==> config.mk <==
export PLATFORM = sky130hd
export DESIGN_NAME = rss_sequencer
export DESIGN_NICKNAME = d
export VERILOG_FILES = /design/src/common/rss_pkg.sv /design/src/verilog/rss_sequencer.sv /design/src/verilog/rss_sync.sv /design/src/verilog/rss_ramp.sv
export VERILOG_INCLUDE_DIRS = /design/src /design/src/common
export SDC_FILE = /design/constraint.sdc
export NUM_CORES = 1
export LEC_CHECK = 0
export BUFFER_PORTS_ARGS = -buffer_cell sky130_fd_sc_hd__buf_4
export CORE_ASPECT_RATIO = 0.7
export CORE_MARGIN = 1.5
export CORE_UTILIZATION = 60
export CTS_CLUSTER_DIAMETER = 100
export CTS_CLUSTER_SIZE = 20
export DETAILED_ROUTE_END_ITERATION = 10
export PLACE_DENSITY_LB_ADDON = 0.3
export REMOVE_ABC_BUFFERS = 1
export SYNTH_ARGS = -nofsm -noshare
export SYNTH_HDL_FRONTEND = slang
export SYNTH_SLANG_ARGS = --single-unit
export TNS_END_PERCENT = 1
==> constraint.sdc <==
create_clock -name ref_clk -period 11.1 [get_ports ref_clk]
set_clock_uncertainty 0.1 [all_clocks]
set_input_delay 0.555 -clock ref_clk [delete_from_list [all_inputs] [get_ports ref_clk]]
set_output_delay 0.555 -clock ref_clk [all_outputs]
set_load 0.005 [all_outputs]
==> src/common/rss_cfg.svh <==
/*
 * Constants of the regulator start-up sequencer: command codes, status
 * bits, reset values and timing figures.
 * Assumes a 25 MHz ref_clk; included by bare name.
 */
`ifndef RSS_CFG_SVH
`define RSS_CFG_SVH

// ----------------------------------------------------------------------
// Command codes
// ----------------------------------------------------------------------
`define RSS_CMD_CLEAR_FAULT 8'h03
`define RSS_CMD_MAX_CURRENT 8'h21
`define RSS_CMD_STATUS 8'h78
`define RSS_CMD_IOUT 8'h8C
`define RSS_CMD_SET_TARGET 8'hD0
`define RSS_CMD_IOUT_OFS 8'hE4
`define RSS_CMD_CAL_OFS 8'hE5
`define RSS_CMD_SLEW 8'hF6

// ----------------------------------------------------------------------
// Status bits, codes and reset values
// ----------------------------------------------------------------------
`define RSS_ST_TEMP 2
`define RSS_ST_IOUT_WARN 5
`define RSS_ST_IOUT_OC 4
`define RSS_ST_OFF 6
`define RSS_TARGET_OFF 8'h00
`define RSS_CURRENT_MONITOR_OUT_SAT_CODE 10'h300
`define RSS_SLEW_RST 5'h0A
`define RSS_MAXCUR_RST 16'h00FF

// ----------------------------------------------------------------------
// Timing: figures in their own unit, counts derived
// ----------------------------------------------------------------------
`define RSS_CLK_NS 40
`define RSS_TD1_NS 20000
`define RSS_TD1_CYC (`RSS_TD1_NS / `RSS_CLK_NS)
`define RSS_CFG_LOAD_MS 20
`define RSS_CFG_LOAD_CYC (`RSS_CFG_LOAD_MS * 1000000 / `RSS_CLK_NS)
`define RSS_SAMPLE_NS 88000
`define RSS_SAMPLE_CYC (`RSS_SAMPLE_NS / `RSS_CLK_NS)
`define RSS_DAC_STEP_UV 5000
// Slew options in uV per us
`define RSS_SLEW_0 315
`define RSS_SLEW_1 625
`define RSS_SLEW_2 1250
`define RSS_SLEW_3 2500
`define RSS_SLEW_4 2850
`define RSS_SLEW_5 3070
`define RSS_SLEW_6 3330
`define RSS_SLEW_7 3630
`define RSS_SLEW_8 4000
`define RSS_SLEW_9 4440
`define RSS_SLEW_A 5000
`define RSS_SLEW_B 5600
`define RSS_SLEW_C 6660
`define RSS_SLEW_D 8000
`define RSS_SLEW_E 10000
`define RSS_SLEW_F 13250
// Cycles per 5 mV step, rounded down
`define RSS_STEP_CYC(r) (`RSS_DAC_STEP_UV * 1000 / ((r) * `RSS_CLK_NS))

`endif

==> src/common/rss_pkg.sv <==
/*
 * Types of the regulator start-up sequencer.
 * Assumes nothing beyond the compiler.
 */
package rss_pkg;

    // ------------------------------------------------------------------
    // Sequencer states
    // ------------------------------------------------------------------
    typedef enum logic [2:0] {
        RSS_SHUTDOWN = 3'b000,
        RSS_CFG_LOAD = 3'b001,
        RSS_FIXED_DELAY = 3'b010,
        RSS_BOOT_RAMP = 3'b011,
        RSS_BOOT_HOLD = 3'b100,
        RSS_TARGET_RAMP = 3'b101,
        RSS_REGULATE = 3'b110
    } rss_state_e;

    // ------------------------------------------------------------------
    // Module state records
    // ------------------------------------------------------------------
    typedef struct packed {
        logic [7:0] dac;
        logic [8:0] cnt;
    } rss_ramp_s;

    typedef struct packed {
        rss_state_e state;
        logic [18:0] cnt;
        logic [11:0] smp_cnt;
        logic [7:0] target;
        logic tgt_new;
        logic off_latched;
        logic [7:0] status;
        logic [15:0] iout;
        logic [15:0] ofs_a;
        logic [15:0] ofs_b;
        logic [15:0] maxcur;
        logic [4:0] slew;
        logic [15:0] rdata;
        logic rvalid;
        logic ready;
        logic pwm_hiz;
        logic alert_oe;
    } rss_top_s;

endpackage

==> src/verilog/rss_sequencer.sv <==
/*
 * Start-up sequencer and current report of a multiphase regulator
 * controller, with its decoded command port.
 * Assumes a command layer outside that decodes the serial host bus,
 * analog comparators that give the pin levels, and a current converter
 * on ref_clk that gives current_monitor_code.
 */
// What this block does
// - In shutdown all phase PWM outputs are held high impedance.
// - Stay shut down until the sequencing enable comparator reports high.
// - Run only while the thermal-monitor enable is above its threshold.
// - Early thermal alert sets status and alert; clear-fault command releases both.
// - Ramp to boot, hold, then regulate to a valid target; off code stays down.
// - Wait for configuration bank load or the CFG_LOAD_CYCLES timeout, then fixed 20 us delay before ramping.
// - Hold boot until host sends a target; valid target starts second ramp.
// - A valid target during the boot ramp redirects the ramp at once.
// - Both ramps move the DAC in 5 mV steps paced by the slew setting.
// - Sample current monitor every 88 us into the current readback register.
// - At 2.5 V or more reading saturates at maximum current, alert asserted.
// - Add the programmable and calibration offsets to the current reading.
// - Current monitor above 3.0 V forces overcurrent shutdown.
// - Ready goes high only after soft-start and with output in window.
// - A 5-bit slew field picks one of sixteen rates for both ramps.
`timescale 1ns/1ps
`include "rss_cfg.svh"
module rss_sequencer
    import rss_pkg::*;
#(
    parameter logic [18:0] CFG_LOAD_CYCLES = 19'(`RSS_CFG_LOAD_CYC)
) (
    input wire logic ref_clk,
    input wire logic rst_n,
    input wire logic supply_por_ok,
    input wire logic power_sequence_enable,
    input wire logic thermal_monitor_enable,
    input wire logic thermal_alert,
    input wire logic configuration_bank_loaded,
    input wire logic output_in_window,
    input wire logic current_monitor_out_over_ocp,
    input wire logic [9:0] current_monitor_code,
    input wire logic [7:0] boot_voltage_setting,
    input wire logic cmd_valid,
    input wire logic cmd_write,
    input wire logic [7:0] cmd_code,
    input wire logic [15:0] cmd_wdata,
    output logic [15:0] cmd_rdata,
    output logic cmd_rvalid,
    input wire logic host_alert_n_in,
    output logic host_alert_n_out,
    output logic host_alert_n_oe,
    output logic pwm_hiz,
    output logic [7:0] dac_code,
    output logic regulator_ready
);

    // ------------------------------------------------------------------
    // Pin synchronisers
    // ------------------------------------------------------------------
    logic [6:0] pins_sync;
    logic por_s;
    logic en_s;
    logic tm_s;
    logic talert_s;
    logic bank_s;
    logic win_s;
    logic ocp_s;

    rss_sync #(.WIDTH(7)) u_sync (
        .ref_clk(ref_clk),
        .rst_n(rst_n),
        .pin_in({supply_por_ok, power_sequence_enable, thermal_monitor_enable,
            thermal_alert, configuration_bank_loaded, output_in_window,
            current_monitor_out_over_ocp}),
        .pin_sync(pins_sync)
    );

    assign {por_s, en_s, tm_s, talert_s, bank_s, win_s, ocp_s} = pins_sync;

    // ------------------------------------------------------------------
    // Ramp engine
    // ------------------------------------------------------------------
    rss_top_s st_reg;
    rss_top_s st_next;
    logic ramp_run;
    logic [7:0] ramp_target;
    logic [8:0] step_cycles;
    logic [7:0] dac_now;

    // Ramp runs from the boot ramp onward, aimed at boot or host target
    always_comb
    begin
        ramp_run = (st_reg.state != RSS_SHUTDOWN) &&
            (st_reg.state != RSS_CFG_LOAD) &&
            (st_reg.state != RSS_FIXED_DELAY);
        if ((st_reg.state == RSS_TARGET_RAMP) || (st_reg.state == RSS_REGULATE))
            ramp_target = st_reg.target;
        else
            ramp_target = boot_voltage_setting;
    end

    // Step period from slew field; top bit of field ignored
    always_comb
    begin
        unique case (st_reg.slew[3:0])
            4'h0: step_cycles = 9'(`RSS_STEP_CYC(`RSS_SLEW_0));
            4'h1: step_cycles = 9'(`RSS_STEP_CYC(`RSS_SLEW_1));
            4'h2: step_cycles = 9'(`RSS_STEP_CYC(`RSS_SLEW_2));
            4'h3: step_cycles = 9'(`RSS_STEP_CYC(`RSS_SLEW_3));
            4'h4: step_cycles = 9'(`RSS_STEP_CYC(`RSS_SLEW_4));
            4'h5: step_cycles = 9'(`RSS_STEP_CYC(`RSS_SLEW_5));
            4'h6: step_cycles = 9'(`RSS_STEP_CYC(`RSS_SLEW_6));
            4'h7: step_cycles = 9'(`RSS_STEP_CYC(`RSS_SLEW_7));
            4'h8: step_cycles = 9'(`RSS_STEP_CYC(`RSS_SLEW_8));
            4'h9: step_cycles = 9'(`RSS_STEP_CYC(`RSS_SLEW_9));
            4'hA: step_cycles = 9'(`RSS_STEP_CYC(`RSS_SLEW_A));
            4'hB: step_cycles = 9'(`RSS_STEP_CYC(`RSS_SLEW_B));
            4'hC: step_cycles = 9'(`RSS_STEP_CYC(`RSS_SLEW_C));
            4'hD: step_cycles = 9'(`RSS_STEP_CYC(`RSS_SLEW_D));
            4'hE: step_cycles = 9'(`RSS_STEP_CYC(`RSS_SLEW_E));
            4'hF: step_cycles = 9'(`RSS_STEP_CYC(`RSS_SLEW_F));
        endcase
    end

    rss_ramp u_ramp (
        .ref_clk(ref_clk),
        .rst_n(rst_n),
        .ramp_run(ramp_run),
        .ramp_target(ramp_target),
        .step_cycles(step_cycles),
        .dac_code(dac_now)
    );

    // ------------------------------------------------------------------
    // Sequencer, registers and current report
    // ------------------------------------------------------------------
    logic start_ok;
    logic wr;
    logic rd;
    logic set_cmd;
    logic clr_fault;
    logic sat;
    logic [15:0] raw_iout;
    logic [7:0] st_set;

    always_comb
    begin
        st_next = st_reg;
        wr = cmd_valid && cmd_write;
        rd = cmd_valid && !cmd_write;
        set_cmd = wr && (cmd_code == `RSS_CMD_SET_TARGET);
        clr_fault = wr && (cmd_code == `RSS_CMD_CLEAR_FAULT);
        start_ok = por_s && en_s && tm_s && !ocp_s && !st_reg.off_latched;
        sat = (current_monitor_code >= `RSS_CURRENT_MONITOR_OUT_SAT_CODE);

        // Target command: off code latches a hold in shutdown
        if (set_cmd)
        begin
            st_next.target = cmd_wdata[7:0];
            st_next.off_latched = (cmd_wdata[7:0] == `RSS_TARGET_OFF);
            st_next.tgt_new = (cmd_wdata[7:0] != `RSS_TARGET_OFF);
        end

        // Configuration writes
        if (wr && (cmd_code == `RSS_CMD_IOUT_OFS))
            st_next.ofs_a = cmd_wdata;
        if (wr && (cmd_code == `RSS_CMD_CAL_OFS))
            st_next.ofs_b = cmd_wdata;
        if (wr && (cmd_code == `RSS_CMD_MAX_CURRENT))
            st_next.maxcur = cmd_wdata;
        if (wr && (cmd_code == `RSS_CMD_SLEW))
            st_next.slew = cmd_wdata[4:0];

        // Current sampling, saturation and offsets
        if (sat)
            raw_iout = st_reg.maxcur;
        else
            raw_iout = {6'h00, current_monitor_code};
        if (st_reg.smp_cnt >= 12'(`RSS_SAMPLE_CYC - 1))
        begin
            st_next.smp_cnt = '0;
            st_next.iout = raw_iout + st_reg.ofs_a + st_reg.ofs_b;
        end
        else
            st_next.smp_cnt = st_reg.smp_cnt + 12'h001;

        // Sticky status: set wins over clear-fault
        st_set = '0;
        st_set[`RSS_ST_TEMP] = talert_s;
        st_set[`RSS_ST_IOUT_WARN] = sat;
        st_set[`RSS_ST_IOUT_OC] = ocp_s;
        st_set[`RSS_ST_OFF] = (st_reg.state == RSS_SHUTDOWN) && por_s &&
            st_reg.off_latched;
        if (clr_fault)
            st_next.status = st_set;
        else
            st_next.status = st_reg.status | st_set;
        st_next.alert_oe = (st_next.status != 8'h00);

        // Sequencer
        st_next.cnt = st_reg.cnt + 19'h00001;
        unique case (st_reg.state)
            RSS_SHUTDOWN:
            begin
                st_next.cnt = '0;
                if (start_ok)
                    st_next.state = RSS_CFG_LOAD;
            end
            RSS_CFG_LOAD:
            begin
                if (bank_s || (st_reg.cnt >= CFG_LOAD_CYCLES - 19'h00001))
                begin
                    st_next.state = RSS_FIXED_DELAY;
                    st_next.cnt = '0;
                end
            end
            RSS_FIXED_DELAY:
            begin
                if (st_reg.cnt >= 19'(`RSS_TD1_CYC - 1))
                    st_next.state = RSS_BOOT_RAMP;
            end
            RSS_BOOT_RAMP:
            begin
                if (st_reg.tgt_new)
                begin
                    st_next.state = RSS_TARGET_RAMP;
                    st_next.tgt_new = set_cmd;
                end
                else if (dac_now == boot_voltage_setting)
                    st_next.state = RSS_BOOT_HOLD;
            end
            RSS_BOOT_HOLD:
            begin
                if (st_reg.tgt_new)
                begin
                    st_next.state = RSS_TARGET_RAMP;
                    st_next.tgt_new = set_cmd;
                end
            end
            RSS_TARGET_RAMP:
            begin
                st_next.tgt_new = set_cmd && st_next.tgt_new;
                if ((dac_now == st_reg.target) && !st_reg.tgt_new)
                    st_next.state = RSS_REGULATE;
            end
            RSS_REGULATE:
            begin
                if (st_reg.tgt_new)
                begin
                    st_next.state = RSS_TARGET_RAMP;
                    st_next.tgt_new = set_cmd;
                end
            end
            default:
                st_next.state = RSS_SHUTDOWN;
        endcase
        if (!start_ok)
        begin
            st_next.state = RSS_SHUTDOWN;
            st_next.cnt = '0;
        end

        // Pin outputs
        st_next.pwm_hiz = (st_next.state == RSS_SHUTDOWN);
        st_next.ready = (st_next.state == RSS_REGULATE) && win_s;

        // Read answer, one cycle after the request
        st_next.rvalid = rd;
        st_next.rdata = '0;
        if (rd)
        begin
            unique case (cmd_code)
                `RSS_CMD_STATUS: st_next.rdata = {8'h00, st_reg.status};
                `RSS_CMD_IOUT: st_next.rdata = st_reg.iout;
                `RSS_CMD_IOUT_OFS: st_next.rdata = st_reg.ofs_a;
                `RSS_CMD_CAL_OFS: st_next.rdata = st_reg.ofs_b;
                `RSS_CMD_MAX_CURRENT: st_next.rdata = st_reg.maxcur;
                `RSS_CMD_SLEW: st_next.rdata = {11'h000, st_reg.slew};
                `RSS_CMD_SET_TARGET: st_next.rdata = {8'h00, st_reg.target};
                default: st_next.rdata = '0;
            endcase
        end
    end

    // State register
    always_ff @(posedge ref_clk or negedge rst_n)
    begin
        if (!rst_n)
        begin
            st_reg <= '0;
            st_reg.state <= RSS_SHUTDOWN;
            st_reg.slew <= `RSS_SLEW_RST;
            st_reg.maxcur <= `RSS_MAXCUR_RST;
            st_reg.pwm_hiz <= 1'b1;
        end
        else
            st_reg <= st_next;
    end

    // ------------------------------------------------------------------
    // Outputs
    // ------------------------------------------------------------------
    assign cmd_rdata = st_reg.rdata;
    assign cmd_rvalid = st_reg.rvalid;
    assign host_alert_n_out = 1'b0; // Open drain only ever pulls low
    assign host_alert_n_oe = st_reg.alert_oe;
    assign pwm_hiz = st_reg.pwm_hiz;
    assign dac_code = dac_now;
    assign regulator_ready = st_reg.ready;

endmodule // rss_sequencer

==> src/verilog/rss_sync.sv <==
/*
 * Two-flop synchroniser for a group of pin levels.
 * Assumes asynchronous inputs; only the second stage is read outside.
 */
`timescale 1ns/1ps
module rss_sync #(
    parameter int WIDTH = 1
) (
    input wire logic ref_clk,
    input wire logic rst_n,
    input wire logic [WIDTH-1:0] pin_in,
    output logic [WIDTH-1:0] pin_sync
);

    typedef struct packed {
        logic [WIDTH-1:0] s1;
        logic [WIDTH-1:0] s2;
    } rss_sync_s;

    rss_sync_s st_reg;
    rss_sync_s st_next;

    // Shift through both stages
    always_comb
    begin
        st_next.s1 = pin_in;
        st_next.s2 = st_reg.s1;
    end

    always_ff @(posedge ref_clk or negedge rst_n)
    begin
        if (!rst_n)
            st_reg <= '0;
        else
            st_reg <= st_next;
    end

    assign pin_sync = st_reg.s2;

endmodule // rss_sync

==> src/verilog/rss_ramp.sv <==
/*
 * Reference DAC stepper: moves one 5 mV code per step period toward
 * the requested target.
 * Assumes step_cycles is at least one and the caller clears run in
 * shutdown.
 */
`timescale 1ns/1ps
module rss_ramp
    import rss_pkg::*;
(
    input wire logic ref_clk,
    input wire logic rst_n,
    input wire logic ramp_run,
    input wire logic [7:0] ramp_target,
    input wire logic [8:0] step_cycles,
    output logic [7:0] dac_code
);

    rss_ramp_s st_reg;
    rss_ramp_s st_next;

    // Step pacing and direction; target may move at any time
    always_comb
    begin
        st_next = st_reg;
        if (!ramp_run)
            st_next = '0;
        else if (st_reg.dac == ramp_target)
            st_next.cnt = '0;
        else if (st_reg.cnt >= step_cycles - 9'h001)
        begin
            st_next.cnt = '0;
            if (st_reg.dac < ramp_target)
                st_next.dac = st_reg.dac + 8'h01;
            else
                st_next.dac = st_reg.dac - 8'h01;
        end
        else
            st_next.cnt = st_reg.cnt + 9'h001;
    end

    always_ff @(posedge ref_clk or negedge rst_n)
    begin
        if (!rst_n)
            st_reg <= '0;
        else
            st_reg <= st_next;
    end

    assign dac_code = st_reg.dac;

endmodule // rss_ramp

# [Word-level counts from Yosys, hierarchy flattened]
# Memories as Yosys holds them, arrays and structs flattened.
# Cells that the tools add are included.
[classes] magnitude_cmp=6 n_eq_ne=22 n_reduce_logical=34 bitwise_logic=1 n_mux=24 n_addsub=8
[ops] cell="$pmux W16 S7" count=1
[ops] cell="$mux W22" count=2
[ops] cell="$eq A8 B8 Y1 const B" count=5
[ops] cell="$mux W8" count=5
[ops] cell="$pmux W19 S2" count=1
[ops] cell="$add A16 B16 Y16" count=2
[ops] cell="$mux W16" count=2
[ops] cell="$eq A8 B8 Y1" count=3
[ops] cell="$add A19 B1 Y19 const B" count=1
[ops] cell="$ge A19 B19 Y1 const B" count=1
[ops] cell="$ge A19 B9 Y1 const B" count=1
[ops] cell="$logic_and A1 B1 Y1" count=19
[ops] cell="$mux W9" count=2
[ops] cell="$pmux W3 S6" count=1
[ops] cell="$mux W17" count=1
[ops] cell="$reduce_bool A8 Y1" count=2
[ops] cell="$mux W3" count=5
[ops] cell="$add A12 B1 Y12 const B" count=1
[ops] cell="$eq A3 B3 Y1 const B" count=4
[ops] cell="$ge A12 B12 Y1 const B" count=1
[ops] cell="$mux W12" count=1
[ops] cell="$ge A10 B10 Y1 const B" count=1
[ops] cell="$add A9 B1 Y9 const B" count=1
[ops] cell="$ge A9 B9 Y1" count=1
[ops] cell="24 further kinds" count=31
[totals] regBits=172 memories=1 romBits=144
[memory_table] name="(no name shown)" depth=16 width=9 read_ports=1 rd_ports_with_merged_regs=0 wr=0 line="rss_sequencer.sv:104" rtl="unique case (st_reg.slew[3:0])"

# [Longest topological paths before layout]
[depth] depth_word=8 depth_mapped=17 mapped_depth_nobuf=16

# [Cells and area by module]
# Synthesis repeated with hierarchy kept, for this count alone.
[hier_totals] hier_cells=943 hier_area_um2=9979.6
[by_module_without_submodules] module="rss_sequencer" instances=1 area_per_inst_um2=8072.7 cells_per_inst=756
[by_module_without_submodules] module="rss_ramp" instances=1 area_per_inst_um2=1556.5 cells_per_inst=173
[by_module_without_submodules] module="rss_sync" instances=1 area_per_inst_um2=350.3 cells_per_inst=14

# [Least setup slack after synthesis]
# OpenSTA, ideal clock, no wires.
[synth_path] path_kind="register -> register" startpoint="reg st_reg[138] in the netlist's numbering" endpoint="reg u_ramp.st_reg, in the netlist u_ramp.dac_code[7]" arrival_time_ns=3.895 stages_incl_launch_ff=17 setup_time_ns=0.125 t_required_ns=10.875 path_buffers=1 path_slack_ns=6.980 path_cell_list="dfrtp_1 > clkbuf_1 > xor2_1 > nand2_1 > mux2i_1 > ha_1 > nor2b_1 > o211ai_1 > a21oi_1 > or3_1 > ha_1 > nand3_1 > o211ai_1 > o41ai_1 > or4_1 > a21boi_0 > mux2_2"
[synth_via] elab_chain_len=8 elab_cells_between_ends=18 classes_between="order compare: 1; eq/ne: 7; mux: 5; reduce/logical: 5"
[synth_lines] element="start: declaration" line="rss_sequencer.sv:82" rtl="rss_top_s st_reg;"
[synth_lines] element="start signal: assignment" line="rss_sequencer.sv:296" rtl="st_reg <= st_next;"
[synth_lines] element="$eq A3 B3 Y1" line="rss_sequencer.sv:95" rtl="if ((st_reg.state == RSS_TARGET_RAMP) || (st_reg.state == RSS_REGULATE))"
[synth_lines] element="$logic_or A1 B1 Y1" line="rss_sequencer.sv:95"
[synth_lines] element="$mux W8" line="rss_sequencer.sv:95"
[synth_lines] element="$lt A8 B8 Y1" line="rss_ramp.sv:33" rtl="if (st_reg.dac < ramp_target)"
[synth_lines] element="$mux W8" line="rss_ramp.sv:33"
[synth_lines] element="$mux W8" line="rss_ramp.sv:30" rtl="else if (st_reg.cnt >= step_cycles - 9'h001)"
[synth_lines] element="$mux W8" line="rss_ramp.sv:28" rtl="else if (st_reg.dac == ramp_target)"
[synth_lines] element="$mux W17" line="rss_ramp.sv:26" rtl="if (!ramp_run)"
[synth_lines] element="end signal: assignment" line="rss_ramp.sv:47" rtl="st_reg <= st_next;"
[synth_lines] element="end: declaration" line="rss_ramp.sv:19" rtl="rss_ramp_s st_reg;"
# Several ways; a longest one is shown, not always the timed one. The select of a mux whose other input is x is not followed.
# A chain may end at the register's enable or synchronous reset.

# [Worst setup path in the final report]
# Same ends and word-level chain as after synthesis.

==> flow_metrics.tcl <==
set metrics [dict create \
    rrSetupSlack_ns 6.50 \
    dp_hpwl_um 15700 \
    utilization_pct 69.9 \
    use_met3_pct 6.46 \
    crit_chain "xor2_1, nand2_1, mux2i_1, ha_1, nor2b_1, o211ai_1, a21oi_1, or3_1, ha_1, nand3_1, o211ai_1, o41ai_1, or4_1, a21boi_0, mux2_2" \
    synth_cell_type_count 69 \
    gr-total-overflow 0 \
    cts_root_buf "clkbuf_16" \
    crit_required_ns 11.32 \
    nFillCells 1170 \
    fin_crit_ns 4.60 \
    setup_viol 0 \
    grt_max_degree 65 \
    cap_violations 0 \
    areaGrowthSynthToFinish_pct 12.1 \
    fp-row-count 38 \
    cpLargestDelayFamily "simple AND/OR/NAND/NOR gates" \
    track_usage_pct 27.9 \
    yosys.area.top_type_share_pct 41.2 \
    cts_resized 0 \
    die_w_um 156 \
    slew_viol_final 0 \
    clkSinkCount 172 \
    vdd_drop_max_mv 0.0880 \
    avgRoutedWirePerCell_um 19.3 \
    nets 1078 \
    hold_slack_ns 0.128 \
    hp-start "configuration_bank_loaded" \
    arrival_ns 4.82 \
    yosys.area.top_type "dfrtp_1" \
    slowest_delay_ns 0.53 \
    worstHoldPathType "in2reg" \
    drive_gt1_share_pct 21.9 \
    path_clk_slew_ns 0.07 \
    dieArea_um2 17100 \
    placed_cells 1141 \
    syn_area_um2 9780 \
    min_period_over_period_pct 41.4 \
    crit_start "st_reg[138]" \
    use_met2_pct 40.4 \
    ant_nets 0 \
    avgSynthCellArea_um2 10.7 \
    ys_warn_count 0 \
    antenna_found_initial 0 \
    finalNonFillerCells 1173 \
    largest_register_ffs 121 \
    endpoint_kind "flip-flop" \
    die_y_um 110 \
    hold_buffers 1 \
    leakage_uw 0.00514 \
    synth_ff_type "dfrtp_1" \
    cts_buffers 17 \
    first_global_vias 6917 \
    clk_latency_ns 0.43 \
    worstPathMaxFanout 11 \
    rsz0062_at_grt "false" \
    run_status "completed" \
    synth_edf_count 0 \
    r2r_start "st_reg[138]" \
    start_util_pct 62.3 \
    drtIter0Drc 607 \
    slowest_stage "dfrtp_1" \
    power_density_nw_per_um2 122 \
    io_buffers 80 \
    vias 7286 \
    drt_wl_total_um 22600 \
    final.setup.tns_ns 0 \
    slew_headroom_pct 17.6 \
    criticalPathCategory "reg2reg" \
    ys_ff_latch 172 \
    n_antenna_cell 0 \
    cts_tree "built" \
    cts.path.max_buffers 2 \
    startpoint_type "flip-flop" \
    postSynthCellCount 911 \
    clock.fmax_ghz 0.217 \
    io_pins 83 \
    coreArea_um2 15700 \
    grt_pass1_wl_um 36500 \
    drt-pass1-iter-count 6 \
    post_cts_buffers 0 \
    use_met1_pct 42.2 \
    htreeDepth 4 \
    viasPerCell 6.21 \
    ys_top_cells_by_area "dfrtp_1 41%, mux2_2 7.0%, ha_1 5.9%" \
    hold_viol_final 0 \
    gp_congestion 0.891 \
    worstMarginPinSlew_ns 1.24 \
    critPathBufInv 0 \
    drc 0 \
    seq_area_frac_synth_pct 44.2 \
    ys_async_sr_fraction_pct 100 \
    grt_busiest_layer "met1" \
]
where the power goes:
part,internal [µW],switching (µW)
sequential,637,9.10
clock,342,257
combinational,41.4,52.7
total,1020,319
Yosys cell counts (10+ instances only):
cell type	instances
a21oi_1	34
ha_1	46
xor2_1	42
dfrtp_1	161
nor2_1	79
inv_1	24
a222oi_1	13
and3_1	16
mux2_4	10
buf_4	26
xnor2_1	30
dfstp_2	11
mux2_2	61
a22oi_1	13
nand3_1	31
clkbuf_1	20
mux2i_1	17
nor4_1	10
nand4_1	16
fa_1	17
o21ai_0	29
nor2b_1	12
nand2_1	66
metrics by stage:
step	area, µm²	power (µW)	setup slack, ns
2_1_floorplan	9450	701	7.06
3_3_place_gp	10400	747	6.66
3_5_place_dp	10400	750	6.51
4_1_cts	11000	1350	6.51
5_1_grt	11000	1390	6.17
6_report	11000	1340	6.50
logic make-up after synthesis:
kind of cell	count (synthesis)	share of synthesized area [%]
xor gates and xnor gates	72	6.45
buffers and inverters	80	4.25
DFF	172	44.2
muxes	88	10.3
adders and majority gates	63	9.37
other	1	0.0383
AOI/OAI and AO/OA	158	11.1
and+or+nand+nor	277	14.3
worst reg2reg max path, delay by kind of cell (launching register included):
family	cells	cell delay, ns
compound gates	5	0.81
xor+xnor	1	0.21
fa+ha+maj	2	0.69
flops	1	0.53
mux	2	0.63
simple gates	5	1.52
cells in the final DEF (no fill, tap or decap), types with 6 or more instances in the layout:
master and instances:
a211oi_1 7, a21o_1 8, a21oi_1 34, a222oi_1 13, a22oi_1 13, a31oi_1 9
and2_1 8, and3_1 16, buf_4 85, clkbuf_16 17, dfrtp_1 161, dfstp_2 11
fa_1 17, ha_1 46, inv_1 24, inv_6 6, mux2_2 61, mux2_4 10
mux2i_1 17, nand2_1 66, nand2b_1 7, nand3_1 31, nand4_1 16, nor2_1 79
nor2b_1 12, nor3_1 7, nor4_1 10, o21ai_0 29, xnor2_1 30, xor2_1 42
routing by layer:
metal  routed length, µm  vias up
met5                   0        -
met4                 257        0
met3                1950       22
met2                9580      324
met1               10800     3589
li1                    -     3351
worst paths after layout:
kind / endpoint / depth (start not counted)
max: u_ramp.dac_code[7] / 15
min in group asynchronous: u_ramp.dac_code[5] / 2
min: u_sync.st_next[2] / 1
min reg2reg: u_sync.pin_sync[6] / 0
max reg2reg: u_ramp.dac_code[7] / 15
max in group asynchronous: st_reg[57] / 3
final cells by class:
class                           count  area, µm²  share of cell area, %
Inverter                           24       90.1                  0.822
Clock buffer                       18        439                   4.01
Timing Repair Buffer               87        659                   6.02
Clock inverter                     13        153                   1.39
Multi-Input combinational cell    659       5050                   46.1
Tap cell                          200        250                   2.28
Sequential cell                   172       4320                   39.4
Note: power is estimated with default switching activity, not from simulation.
